## config.mk

```make
export PLATFORM = sky130hd
export DESIGN_NAME = bmp_top
export DESIGN_NICKNAME = d
export VERILOG_FILES = /design/src/bmp_pkg.sv /design/src/bmp_osc_if.sv /design/src/bmp_osc.sv /design/src/bmp_top.sv
export SDC_FILE = /design/constraint.sdc
export NUM_CORES = 1
export LEC_CHECK = 0
export ABC_CLOCK_PERIOD_IN_PS = 6300
export BUFFER_PORTS_ARGS = -buffer_cell sky130_fd_sc_hd__buf_4
export CELL_PAD_IN_SITES_DETAIL_PLACEMENT = 0
export CELL_PAD_IN_SITES_GLOBAL_PLACEMENT = 2
export CORE_UTILIZATION = 39
export CTS_CLUSTER_DIAMETER = 150
export CTS_CLUSTER_SIZE = 28
export DETAILED_ROUTE_END_ITERATION = 6
export GPL_TIMING_DRIVEN = 0
export HOLD_SLACK_MARGIN = 0.1
export PLACE_DENSITY = 0.82
export SYNTH_ARGS = -nofsm -noshare
export SYNTH_HDL_FRONTEND = slang
export SYNTH_HIERARCHICAL = 1
export SYNTH_SLANG_ARGS = --single-unit
export TNS_END_PERCENT = 1
```

## constraint.sdc

```tcl
create_clock -name CLOCK_IN -period 6.3 [get_ports CLOCK_IN]
set_input_delay 1.26 -clock CLOCK_IN [delete_from_list [all_inputs] [get_ports CLOCK_IN]]
set_output_delay 1.26 -clock CLOCK_IN [all_outputs]
set_load 0.1 [all_outputs]
```

## src/bmp_pkg.sv

```systemverilog
package bmp_pkg;

  // sequencer modes
  typedef enum logic [2:0] {
    BMP_OFF,
    BMP_STARTUP,
    BMP_PREHEAT,
    BMP_IGNITION,
    BMP_RUN,
    BMP_FAULT
  } bmp_state_t;

  // timing
  localparam int CLK_HZ = 40_000_000;
  localparam int TICK_NS = 1000;
  localparam int TICK_CYCLES = (TICK_NS * (CLK_HZ / 1_000_000) + 999) / 1000;
  localparam int TMR_W = 18;
  localparam int LEN_W = 16;
  localparam int OSC_W = 16;
  localparam int DT_W = 8;

  // register byte addresses
  localparam logic [7:0] ADR_PREHEAT = 8'h00;
  localparam logic [7:0] ADR_STARTUP = 8'h04;
  localparam logic [7:0] ADR_OSC = 8'h08;
  localparam logic [7:0] ADR_STATUS = 8'h0C;

  // field positions
  localparam int OSC_DT_LSB = 16;
  localparam int ST_STATE_LSB = 0;
  localparam int ST_FAULT_BIT = 4;
  localparam int ST_CAUSE_LSB = 8;
  localparam int ST_INPUT_LSB = 16;

  // reset values
  localparam logic [LEN_W-1:0] PREHEAT_RST = 16'h0400;
  localparam logic [LEN_W-1:0] STARTUP_RST = 16'h0040;
  localparam logic [OSC_W-1:0] PERIOD_RST = 16'h0190;
  localparam logic [DT_W-1:0] DEAD_RST = 8'h28;

  // fault causes
  localparam int CAUSE_W = 3;
  localparam logic [CAUSE_W-1:0] CAUSE_POS = 3'h1;
  localparam logic [CAUSE_W-1:0] CAUSE_NEG = 3'h2;
  localparam logic [CAUSE_W-1:0] CAUSE_TEMP = 3'h4;

  // byte-lane write merge
  function automatic logic [31:0] bmp_merge(input logic [31:0] old_v, input logic [31:0] new_v,
                                            input logic [3:0] sel);
    logic [31:0] r;
    r = old_v;
    for (int i = 0; i < 4; i++) begin
      if (sel[i]) begin
        r[i*8 +: 8] = new_v[i*8 +: 8];
      end
    end
    return r;
  endfunction : bmp_merge

endpackage : bmp_pkg

```

## src/bmp_osc_if.sv

```systemverilog
`timescale 1ns/1ps
interface bmp_osc_if;
  import bmp_pkg::*;
  logic enable;
  logic [OSC_W-1:0] period;
  logic [DT_W-1:0] deadtime;
  logic top_on;
  logic bottom_on;
  logic bottom_fall;

  modport seq (output enable, output period, output deadtime,
               input top_on, input bottom_on, input bottom_fall);
  modport osc (input enable, input period, input deadtime,
               output top_on, output bottom_on, output bottom_fall);
endinterface : bmp_osc_if

```

## src/bmp_osc.sv

```systemverilog
`timescale 1ns/1ps
module bmp_osc
  import bmp_pkg::*;
(
  input wire logic clk,
  input wire logic rst_n,
  bmp_osc_if.osc port
);

  logic [OSC_W-1:0] ramp_q, ramp_d;
  logic falling_q, falling_d;
  logic side_q, side_d;
  logic top_q, top_d;
  logic bot_q, bot_d;
  logic fall_q, fall_d;

  ////////////////////////////////////////////////////////////////////////////
  // rising ramp drives one side, falling ramp is the deadtime with both low
  always_comb begin
    ramp_d = ramp_q;
    falling_d = falling_q;
    side_d = side_q;
    if (!port.enable) begin
      ramp_d = '0;
      falling_d = 1'b0;
      side_d = 1'b0;
    end else if (!falling_q) begin
      if (ramp_q >= port.period) begin
        falling_d = 1'b1;
        ramp_d = '0;
      end else begin
        ramp_d = ramp_q + 1'b1;
      end
    end else if (ramp_q >= OSC_W'(port.deadtime)) begin
      // t flip-flop alternates the sides, so top and bottom get equal on-times
      falling_d = 1'b0;
      ramp_d = '0;
      side_d = ~side_q;
    end else begin
      ramp_d = ramp_q + 1'b1;
    end
    top_d = port.enable && !falling_d && side_d;
    bot_d = port.enable && !falling_d && !side_d;
    fall_d = bot_q && !bot_d;
  end

  always_ff @(posedge clk or negedge rst_n) begin
    if (!rst_n) begin
      ramp_q <= '0;
      falling_q <= 1'b0;
      side_q <= 1'b0;
      top_q <= 1'b0;
      bot_q <= 1'b0;
      fall_q <= 1'b0;
    end else begin
      ramp_q <= ramp_d;
      falling_q <= falling_d;
      side_q <= side_d;
      top_q <= top_d;
      bot_q <= bot_d;
      fall_q <= fall_d;
    end
  end

  assign port.top_on = top_q;
  assign port.bottom_on = bot_q;
  assign port.bottom_fall = fall_q;

endmodule : bmp_osc

```

## src/bmp_top.sv

```systemverilog
// Local design decisions: the Wishbone slave port and the register offsets.
`timescale 1ns/1ps
module bmp_top
  import bmp_pkg::*;
#(
  parameter int TICK_DIV = TICK_CYCLES
)(
  // clock and reset
  input wire logic CLOCK_IN,
  input wire logic RST_B_IN,
  // wishbone slave
  input wire logic WB_CYC_IN,
  input wire logic WB_STB_IN,
  input wire logic WB_WE_IN,
  input wire logic [7:0] WB_ADR_IN,
  input wire logic [3:0] WB_SEL_IN,
  input wire logic [31:0] WB_DAT_IN,
  output logic [31:0] WB_DAT_OUT,
  output logic WB_ACK_OUT,
  // comparator inputs from the analog front end
  input wire logic SUPPLY_OK_IN,
  input wire logic BUS_VOLTAGE_SENSE_IN,
  input wire logic LAMP_FAULT_INPUT_IN,
  input wire logic CS_POS_TRIP_IN,
  input wire logic CS_NEG_TRIP_IN,
  input wire logic OVER_TEMP_IN,
  // power stage and timing pins
  output logic TOP_SWITCH_DRIVE_OUT,
  output logic BOTTOM_SWITCH_DRIVE_OUT,
  output logic PREHEAT_FREQ_PIN_OE_OUT,
  output logic RUN_PIN_OE_OUT,
  output logic MICROPOWER_OUT,
  output logic FAULT_LATCH_OUT
);

  if (TICK_DIV < 1) begin : g_bad_div
    $error("TICK_DIV must be at least 1");
  end

  localparam int DIV_W = (TICK_DIV > 1) ? $clog2(TICK_DIV) : 1;
  localparam int NIN = 6;

  ////////////////////////////////////////////////////////////////////////////
  // reset release and pin synchronisers
  logic [1:0] rst_q;
  logic rst_n;

  always_ff @(posedge CLOCK_IN or negedge RST_B_IN) begin
    if (!RST_B_IN) begin
      rst_q <= 2'b00;
    end else begin
      rst_q <= {rst_q[0], 1'b1};
    end
  end
  assign rst_n = rst_q[1];

  logic [NIN-1:0] meta_q, sync_q;
  logic [NIN-1:0] pins;
  assign pins = {OVER_TEMP_IN, CS_NEG_TRIP_IN, CS_POS_TRIP_IN,
                 LAMP_FAULT_INPUT_IN, BUS_VOLTAGE_SENSE_IN, SUPPLY_OK_IN};

  always_ff @(posedge CLOCK_IN or negedge rst_n) begin
    if (!rst_n) begin
      meta_q <= '0;
      sync_q <= '0;
    end else begin
      meta_q <= pins;
      sync_q <= meta_q;
    end
  end

  logic supply_ok, bus_ok, lamp_fault, cs_pos, cs_neg, over_temp;
  // bus and lamp-fault hysteresis lives in the analog comparators; here only levels
  assign {over_temp, cs_neg, cs_pos, lamp_fault, bus_ok, supply_ok} = sync_q;

  ////////////////////////////////////////////////////////////////////////////
  // timing tick divider
  logic [DIV_W-1:0] div_q, div_d;
  logic tick_q, tick_d;

  always_comb begin
    tick_d = 1'b0;
    div_d = div_q + 1'b1;
    if (div_q == DIV_W'(TICK_DIV - 1)) begin
      div_d = '0;
      tick_d = 1'b1;
    end
  end

  always_ff @(posedge CLOCK_IN or negedge rst_n) begin
    if (!rst_n) begin
      div_q <= '0;
      tick_q <= 1'b0;
    end else begin
      div_q <= div_d;
      tick_q <= tick_d;
    end
  end

  ////////////////////////////////////////////////////////////////////////////
  // register file over wishbone
  logic [LEN_W-1:0] ph_len_q, ph_len_d;
  logic [LEN_W-1:0] st_len_q, st_len_d;
  logic [OSC_W-1:0] period_q, period_d;
  logic [DT_W-1:0] dead_q, dead_d;
  logic ack_q, ack_d;
  logic [31:0] rdat_q, rdat_d;
  logic [31:0] status_w;
  logic [31:0] wv;
  bmp_state_t state_q, state_d;
  logic fault_q, fault_d;
  logic [CAUSE_W-1:0] cause_q, cause_d;

  always_comb begin
    status_w = '0;
    status_w[ST_STATE_LSB +: 3] = state_q;
    status_w[ST_FAULT_BIT] = fault_q;
    status_w[ST_CAUSE_LSB +: CAUSE_W] = cause_q;
    status_w[ST_INPUT_LSB +: NIN] = sync_q;
  end

  always_comb begin
    ph_len_d = ph_len_q;
    st_len_d = st_len_q;
    period_d = period_q;
    dead_d = dead_q;
    rdat_d = rdat_q;
    wv = '0;
    ack_d = WB_CYC_IN && WB_STB_IN && !ack_q;
    if (ack_d) begin
      rdat_d = '0;
      unique case (WB_ADR_IN)
        ADR_PREHEAT: begin
          wv = bmp_merge({16'h0000, ph_len_q}, WB_DAT_IN, WB_SEL_IN);
          rdat_d = {16'h0000, ph_len_q};
          if (WB_WE_IN) begin
            ph_len_d = wv[LEN_W-1:0];
          end
        end
        ADR_STARTUP: begin
          wv = bmp_merge({16'h0000, st_len_q}, WB_DAT_IN, WB_SEL_IN);
          rdat_d = {16'h0000, st_len_q};
          if (WB_WE_IN) begin
            st_len_d = wv[LEN_W-1:0];
          end
        end
        ADR_OSC: begin
          wv = bmp_merge({8'h00, dead_q, period_q}, WB_DAT_IN, WB_SEL_IN);
          rdat_d = {8'h00, dead_q, period_q};
          if (WB_WE_IN) begin
            period_d = wv[OSC_W-1:0];
            dead_d = wv[OSC_DT_LSB +: DT_W];
          end
        end
        ADR_STATUS: begin
          rdat_d = status_w;
        end
        default: begin
          rdat_d = '0;
        end
      endcase
    end
  end

  always_ff @(posedge CLOCK_IN or negedge rst_n) begin
    if (!rst_n) begin
      ph_len_q <= PREHEAT_RST;
      st_len_q <= STARTUP_RST;
      period_q <= PERIOD_RST;
      dead_q <= DEAD_RST;
      ack_q <= 1'b0;
      rdat_q <= '0;
    end else begin
      ph_len_q <= ph_len_d;
      st_len_q <= st_len_d;
      period_q <= period_d;
      dead_q <= dead_d;
      ack_q <= ack_d;
      rdat_q <= rdat_d;
    end
  end

  ////////////////////////////////////////////////////////////////////////////
  // oscillator and gate drive
  bmp_osc_if osc_if ();

  bmp_osc u_osc (
    .clk(CLOCK_IN),
    .rst_n(rst_n),
    .port(osc_if.osc)
  );

  ////////////////////////////////////////////////////////////////////////////
  // mode sequencer and protection
  logic [TMR_W-1:0] tmr_q, tmr_d;
  logic [TMR_W-1:0] ph_end, ign_end;
  logic start_ok, running, pos_fault, neg_fault;
  logic ph_sw_q, ph_sw_d;
  logic run_sw_q, run_sw_d;
  logic mp_q, mp_d;

  assign ph_end = TMR_W'(ph_len_q);
  assign ign_end = TMR_W'(ph_len_q) + TMR_W'(ph_len_q >> 2);
  assign start_ok = supply_ok && bus_ok && !lamp_fault;
  assign running = (state_q == BMP_STARTUP) || (state_q == BMP_PREHEAT) ||
                   (state_q == BMP_IGNITION) || (state_q == BMP_RUN);
  // current at the low-side resistor judged while each bottom pulse is on, in ignition and run only
  assign pos_fault = cs_pos && osc_if.bottom_on &&
                     ((state_q == BMP_IGNITION) || (state_q == BMP_RUN));
  assign neg_fault = cs_neg && osc_if.bottom_fall && (state_q == BMP_RUN);

  always_comb begin
    state_d = state_q;
    tmr_d = tmr_q;
    fault_d = fault_q;
    cause_d = cause_q;
    if (!supply_ok) begin
      state_d = BMP_OFF;
      fault_d = 1'b0;
      cause_d = '0;
    end else if (lamp_fault) begin
      state_d = BMP_OFF;
      fault_d = 1'b0;
      cause_d = '0;
    end else if (fault_q) begin
      state_d = BMP_FAULT;
    end else if (running && (pos_fault || neg_fault || over_temp)) begin
      state_d = BMP_FAULT;
      fault_d = 1'b1;
      cause_d = {over_temp, neg_fault, pos_fault};
    end else if (running && !bus_ok) begin
      state_d = BMP_OFF;
    end else begin
      unique case (state_q)
        BMP_OFF, BMP_FAULT: begin
          tmr_d = '0;
          if (start_ok) begin
            state_d = BMP_STARTUP;
          end
        end
        BMP_STARTUP: begin
          if (tick_q) begin
            tmr_d = tmr_q + 1'b1;
          end
          if (tmr_q >= TMR_W'(st_len_q)) begin
            state_d = BMP_PREHEAT;
            tmr_d = '0;
          end
        end
        BMP_PREHEAT: begin
          if (tick_q) begin
            tmr_d = tmr_q + 1'b1;
          end
          if (tmr_q >= ph_end) begin
            state_d = BMP_IGNITION;
          end
        end
        BMP_IGNITION: begin
          if (tick_q) begin
            tmr_d = tmr_q + 1'b1;
          end
          if (tmr_q >= ign_end) begin
            state_d = BMP_RUN;
          end
        end
        BMP_RUN: begin
          state_d = BMP_RUN;
        end
      endcase
    end
    // timer never carries into a new run of the sequence
    if (state_d == BMP_OFF || state_d == BMP_FAULT) begin
      tmr_d = '0;
    end
    ph_sw_d = !(state_d == BMP_IGNITION || state_d == BMP_RUN);
    run_sw_d = (state_d == BMP_RUN);
    mp_d = (state_d == BMP_OFF || state_d == BMP_FAULT);
  end

  always_ff @(posedge CLOCK_IN or negedge rst_n) begin
    if (!rst_n) begin
      state_q <= BMP_OFF;
      tmr_q <= '0;
      fault_q <= 1'b0;
      cause_q <= '0;
      ph_sw_q <= 1'b1;
      run_sw_q <= 1'b0;
      mp_q <= 1'b1;
    end else begin
      state_q <= state_d;
      tmr_q <= tmr_d;
      fault_q <= fault_d;
      cause_q <= cause_d;
      ph_sw_q <= ph_sw_d;
      run_sw_q <= run_sw_d;
      mp_q <= mp_d;
    end
  end

  // oscillator only runs in the four operating modes
  assign osc_if.enable = running && !mp_q;
  assign osc_if.period = period_q;
  assign osc_if.deadtime = dead_q;

  ////////////////////////////////////////////////////////////////////////////
  // outputs
  assign WB_DAT_OUT = rdat_q;
  assign WB_ACK_OUT = ack_q;
  assign TOP_SWITCH_DRIVE_OUT = osc_if.top_on;
  assign BOTTOM_SWITCH_DRIVE_OUT = osc_if.bottom_on;
  assign PREHEAT_FREQ_PIN_OE_OUT = ph_sw_q;
  assign RUN_PIN_OE_OUT = run_sw_q;
  assign MICROPOWER_OUT = mp_q;
  assign FAULT_LATCH_OUT = fault_q;

endmodule : bmp_top

```

==> results.ini <==
[clock_tree]
clk_pin_slew_ps = 70
cts-root-buf = sky130_fd_sc_hd__clkbuf_16
cts_hold_buf = 0
post_cts_buffers = 0
htree_num_levels = 4
cts_buffers = 17
clock_tree_from_tritoncts = built
cts.sink_count = 151
deepest_clock_path_buffer_count = 2
cts_repair_resize_count = 0
worstSkewPairLatency_ps = 430

[yosys]
count_of_synthesis_stage_warnings_from_yosys = 6
synth_top_family_by_area = compound AO/OA/AOI/OAI gates
synthesis.area_um2 = 9200
ys_dominant_reg_cell = sky130_fd_sc_hd__dfrtp_1
yosysSeqAreaShare_pct = 41.2
async_set_or_reset_register_ratio_after_synthesis_pct = 100
synth_edf_count = 0
gate_count_post_synth = 881
synth_adder_area_share_pct = 12.5
post_synthesis_compound_gate_area_fraction_pct = 15.6
synthXorXnorAreaFrac_pct = 4.49
synth.lib_cells_used.distinct = 74
yosys-mux-area-fraction_pct = 8.81
synth.avg_cell_area_um2 = 10.4
postSynthRegisterBits = 151
synthSimpleGateAreaFrac_pct = 12.9

[drt]
route.detailed.vias_per_inst = 5.36
drc_errors = 0
vias = 7016
ant_nets = 0
wl_per_cell_um = 18.5
drt-pass1-iter-count = 4
dr.first_iter.drc_count = 310
route.final.wire_length_mm = 24.2

[power_and_ir_drop]
ir_worst_vdd_mv = 0.148
power_density_nw_per_um2 = 209
power_uw = 2270
power.static_leakage_uw = 0.00506
sw_frac_of_total_pct = 27.4
power_share_of_the_sequential_group_pct = 43.7
clock_power_share_pct = 47.8
internal_power_uw = 1650
power.switching_uw = 622
power_frac_comb_pct = 8.4

[sta]
max_slew.worst_pin.slew_ps = 813
final_hold_viol_count = 0
min_period_ps = 5320
finClkSkew_ps = 14.9
setup_violations = 0
maxSlewHeadroom_pct = 45.4
grt_setup_unrepaired = no
layout_worst_path_cycle_share_pct = 84.4
report.final.slew_viol_count = 0
timing.fmax_mhz = 188

[placement]
dpl.hpwl_mm = 18.7
numPlacedInstances = 1278
globalplace.congestion = 0.837
io_buffer_count = 75

[final_layout]
layout.filler_cells = 2192
most_used_cells_in_the_layout_excluding_fill_and_tap_cells = sky130_fd_sc_hd__dfrtp_1, sky130_fd_sc_hd__ha_1, sky130_fd_sc_hd__buf_4
final_std_cells_w_o_fill = 1310
area_added_between_synthesis_and_finish_pct = 17.9
fin_nets = 1130
diode_count = 0
final_common_cell = sky130_fd_sc_hd__dfrtp_1
layout_cell_share_with_drive_strength_beyond_1_pct = 22.7

[worst_setup_path]
worstPathMaxFanout = 10
critPathRequiredTime_ps = 6580
worstSetupStartpointType = flop
path_class = flop to flop
crit_path_end_kind = flop
timing.critical_path.arrival_ps = 5590

[min_path]
hold_class = flop to asynchronous set/reset pin

[floorplanning]
overall_die_area_um2 = 24200
row_count = 55
initial_utilization_pct = 40.2
core_region_area_um2 = 22900
die_height_um = 156
boundaryPins = 94
die_w_um = 156

[run_status]
run_status = finished, final reports clean

[global_routing]
gr-total-overflow = 0
vias_in_the_first_global_route = 6673
grt_first_pass_wirelength_mm = 37.8
largest_net_degree_at_the_start_of_global_routing = 65
groute.usage.overall_pct = 20.7
grt_antenna_before_repair = 0

[job]
max_cap_viol_count = 0

-- flip-flops by register name, summed over array words and instances (netlist names), 6 cells and up --
register       flops
WB_DAT_OUT        24
tmr_q             18
osc_if.period     16
ph_len_q          16
st_len_q          16
u_osc/ramp_q      16
dead_q             8
div_q              6
meta_q             6
sync_q             6
-- worst paths after layout --
check / startpoint / depth (start not counted) / slack, ps / end
min: rst_q[1] / 0 / 300 / u_osc/side_q
min reg2reg: rst_q[1] / 0 / 300 / u_osc/side_q
max: ph_len_q[0] / 18 / 980 / tmr_q[14]
max in group asynchronous: rst_q[1] / 1 / 5270 / PREHEAT_FREQ_PIN_OE_OUT
min in group CLOCK_IN: meta_q[0] / 0 / 350 / sync_q[0]
max reg2reg: ph_len_q[0] / 18 / 980 / tmr_q[14]
-- per-stage QoR --
step | TNS [ps] | hold WS [ps] | util, % | cell area [um2] | worst slack, ps
detailed placement | 0 | 309 | 44.7 | 10200 | 1170
global route | 0 | 348 | 47.4 | 10900 | 709
CTS | 0 | 319 | 47.4 | 10900 | 1120
floorplan | 0 | 331 | - | 9230 | 1800
finish | 0 | 299 | 47.4 | 10900 | 984
global placement | -15650 | 331 | 44.4 | 10200 | -123
-- cell type report --
class | instances | area, um2 | share of cell area (%)
inverter | 65 | 244 | 2.25
timing repair buffer | 77 | 618 | 5.69
tap | 313 | 392 | 3.61
clock inverter | 15 | 186 | 1.72
sequential | 151 | 3790 | 35.0
clock buffer | 17 | 425 | 3.92
buffer | 30 | 171 | 1.58
multi-input combinational | 642 | 5020 | 46.3
-- cells in the mapped netlist, types with 3 or more instances --
cell type / count / area [um2]
sky130_fd_sc_hd__a211oi_1: 24 / 180
sky130_fd_sc_hd__a211oi_2: 8 / 100
sky130_fd_sc_hd__a21o_1: 12 / 90.1
sky130_fd_sc_hd__a21oi_1: 45 / 225
sky130_fd_sc_hd__a21oi_2: 10 / 87.6
sky130_fd_sc_hd__a22o_1: 7 / 61.3
sky130_fd_sc_hd__and2_1: 5 / 31.3
sky130_fd_sc_hd__and3_1: 11 / 68.8
sky130_fd_sc_hd__and4_1: 6 / 52.6
sky130_fd_sc_hd__buf_2: 5 / 25.0
sky130_fd_sc_hd__buf_4: 10 / 75.1
sky130_fd_sc_hd__clkbuf_1: 11 / 41.3
sky130_fd_sc_hd__dfrtp_1: 142 / 3550
sky130_fd_sc_hd__dfstp_2: 9 / 236
sky130_fd_sc_hd__ha_1: 90 / 1130
sky130_fd_sc_hd__inv_1: 63 / 236
sky130_fd_sc_hd__mux2_2: 42 / 473
sky130_fd_sc_hd__mux2i_1: 18 / 180
sky130_fd_sc_hd__mux4_2: 7 / 158
sky130_fd_sc_hd__nand2_1: 73 / 274
sky130_fd_sc_hd__nand2b_1: 10 / 62.6
sky130_fd_sc_hd__nand3_1: 20 / 100
sky130_fd_sc_hd__nand4_1: 20 / 125
sky130_fd_sc_hd__nor2_1: 37 / 139
sky130_fd_sc_hd__nor2b_1: 7 / 43.8
sky130_fd_sc_hd__nor3_1: 11 / 55.1
sky130_fd_sc_hd__nor3_2: 3 / 30.0
sky130_fd_sc_hd__nor4_1: 4 / 25.0
sky130_fd_sc_hd__nor4_2: 4 / 50.1
sky130_fd_sc_hd__o211ai_1: 4 / 30.0
sky130_fd_sc_hd__o21a_1: 5 / 37.5
sky130_fd_sc_hd__o21ai_0: 49 / 245
sky130_fd_sc_hd__o21ai_1: 6 / 30.0
sky130_fd_sc_hd__o22ai_1: 3 / 18.8
sky130_fd_sc_hd__or3_1: 5 / 31.3
sky130_fd_sc_hd__xnor2_1: 17 / 149
sky130_fd_sc_hd__xor2_1: 27 / 236
-- per-layer routing --
metal	part of all wire, %	GRT usage (%)	vias up
met5	0	0	-
met4	0.89	4.11	0
met3	3.4	3.75	17
met2	45	31.0	136
met1	51	31.2	3476
li1	-	-	3387
-- kinds of logic (layout without fill, tap and decap cells) --
logic type | Yosys count | in the layout
AO/OA/AOI/OAI | 202 | 202
XOR/XNOR | 45 | 45
adder cells (fa/ha/maj) | 91 | 91
buffers and inverters | 95 | 204
flip-flops | 151 | 151
multiplexers | 67 | 67
other | 2 | 9
AND/OR/NAND/NOR | 228 | 228
-- critical path, stage by stage, from the launching register on --
cell and delay, ps:
sky130_fd_sc_hd__dfrtp_1 430, sky130_fd_sc_hd__ha_1 250, sky130_fd_sc_hd__fa_1 410, sky130_fd_sc_hd__a21o_1 200, sky130_fd_sc_hd__a21oi_1 220, sky130_fd_sc_hd__o21bai_1 120
sky130_fd_sc_hd__a31o_2 290, sky130_fd_sc_hd__a211o_1 290, sky130_fd_sc_hd__a31o_2 240, sky130_fd_sc_hd__a21oi_1 220, sky130_fd_sc_hd__xnor2_1 100, sky130_fd_sc_hd__ha_1 280
sky130_fd_sc_hd__nand4b_1 160, sky130_fd_sc_hd__o21ai_0 570, sky130_fd_sc_hd__a21oi_1 200, sky130_fd_sc_hd__o311a_2 500, sky130_fd_sc_hd__xnor2_4 360, sky130_fd_sc_hd__buf_6 240
sky130_fd_sc_hd__a211oi_2 80
-- power by group through the flow --
stage	Sequential, uW	Combinational [uW]	Clock, uW
global route	995	207	1150
floorplan	1030	105	0
CTS	993	193	1110
detailed placement	1010	193	0
finish	993	192	1090
global placement	1030	173	0
Power figures use the tool's default switching activity.
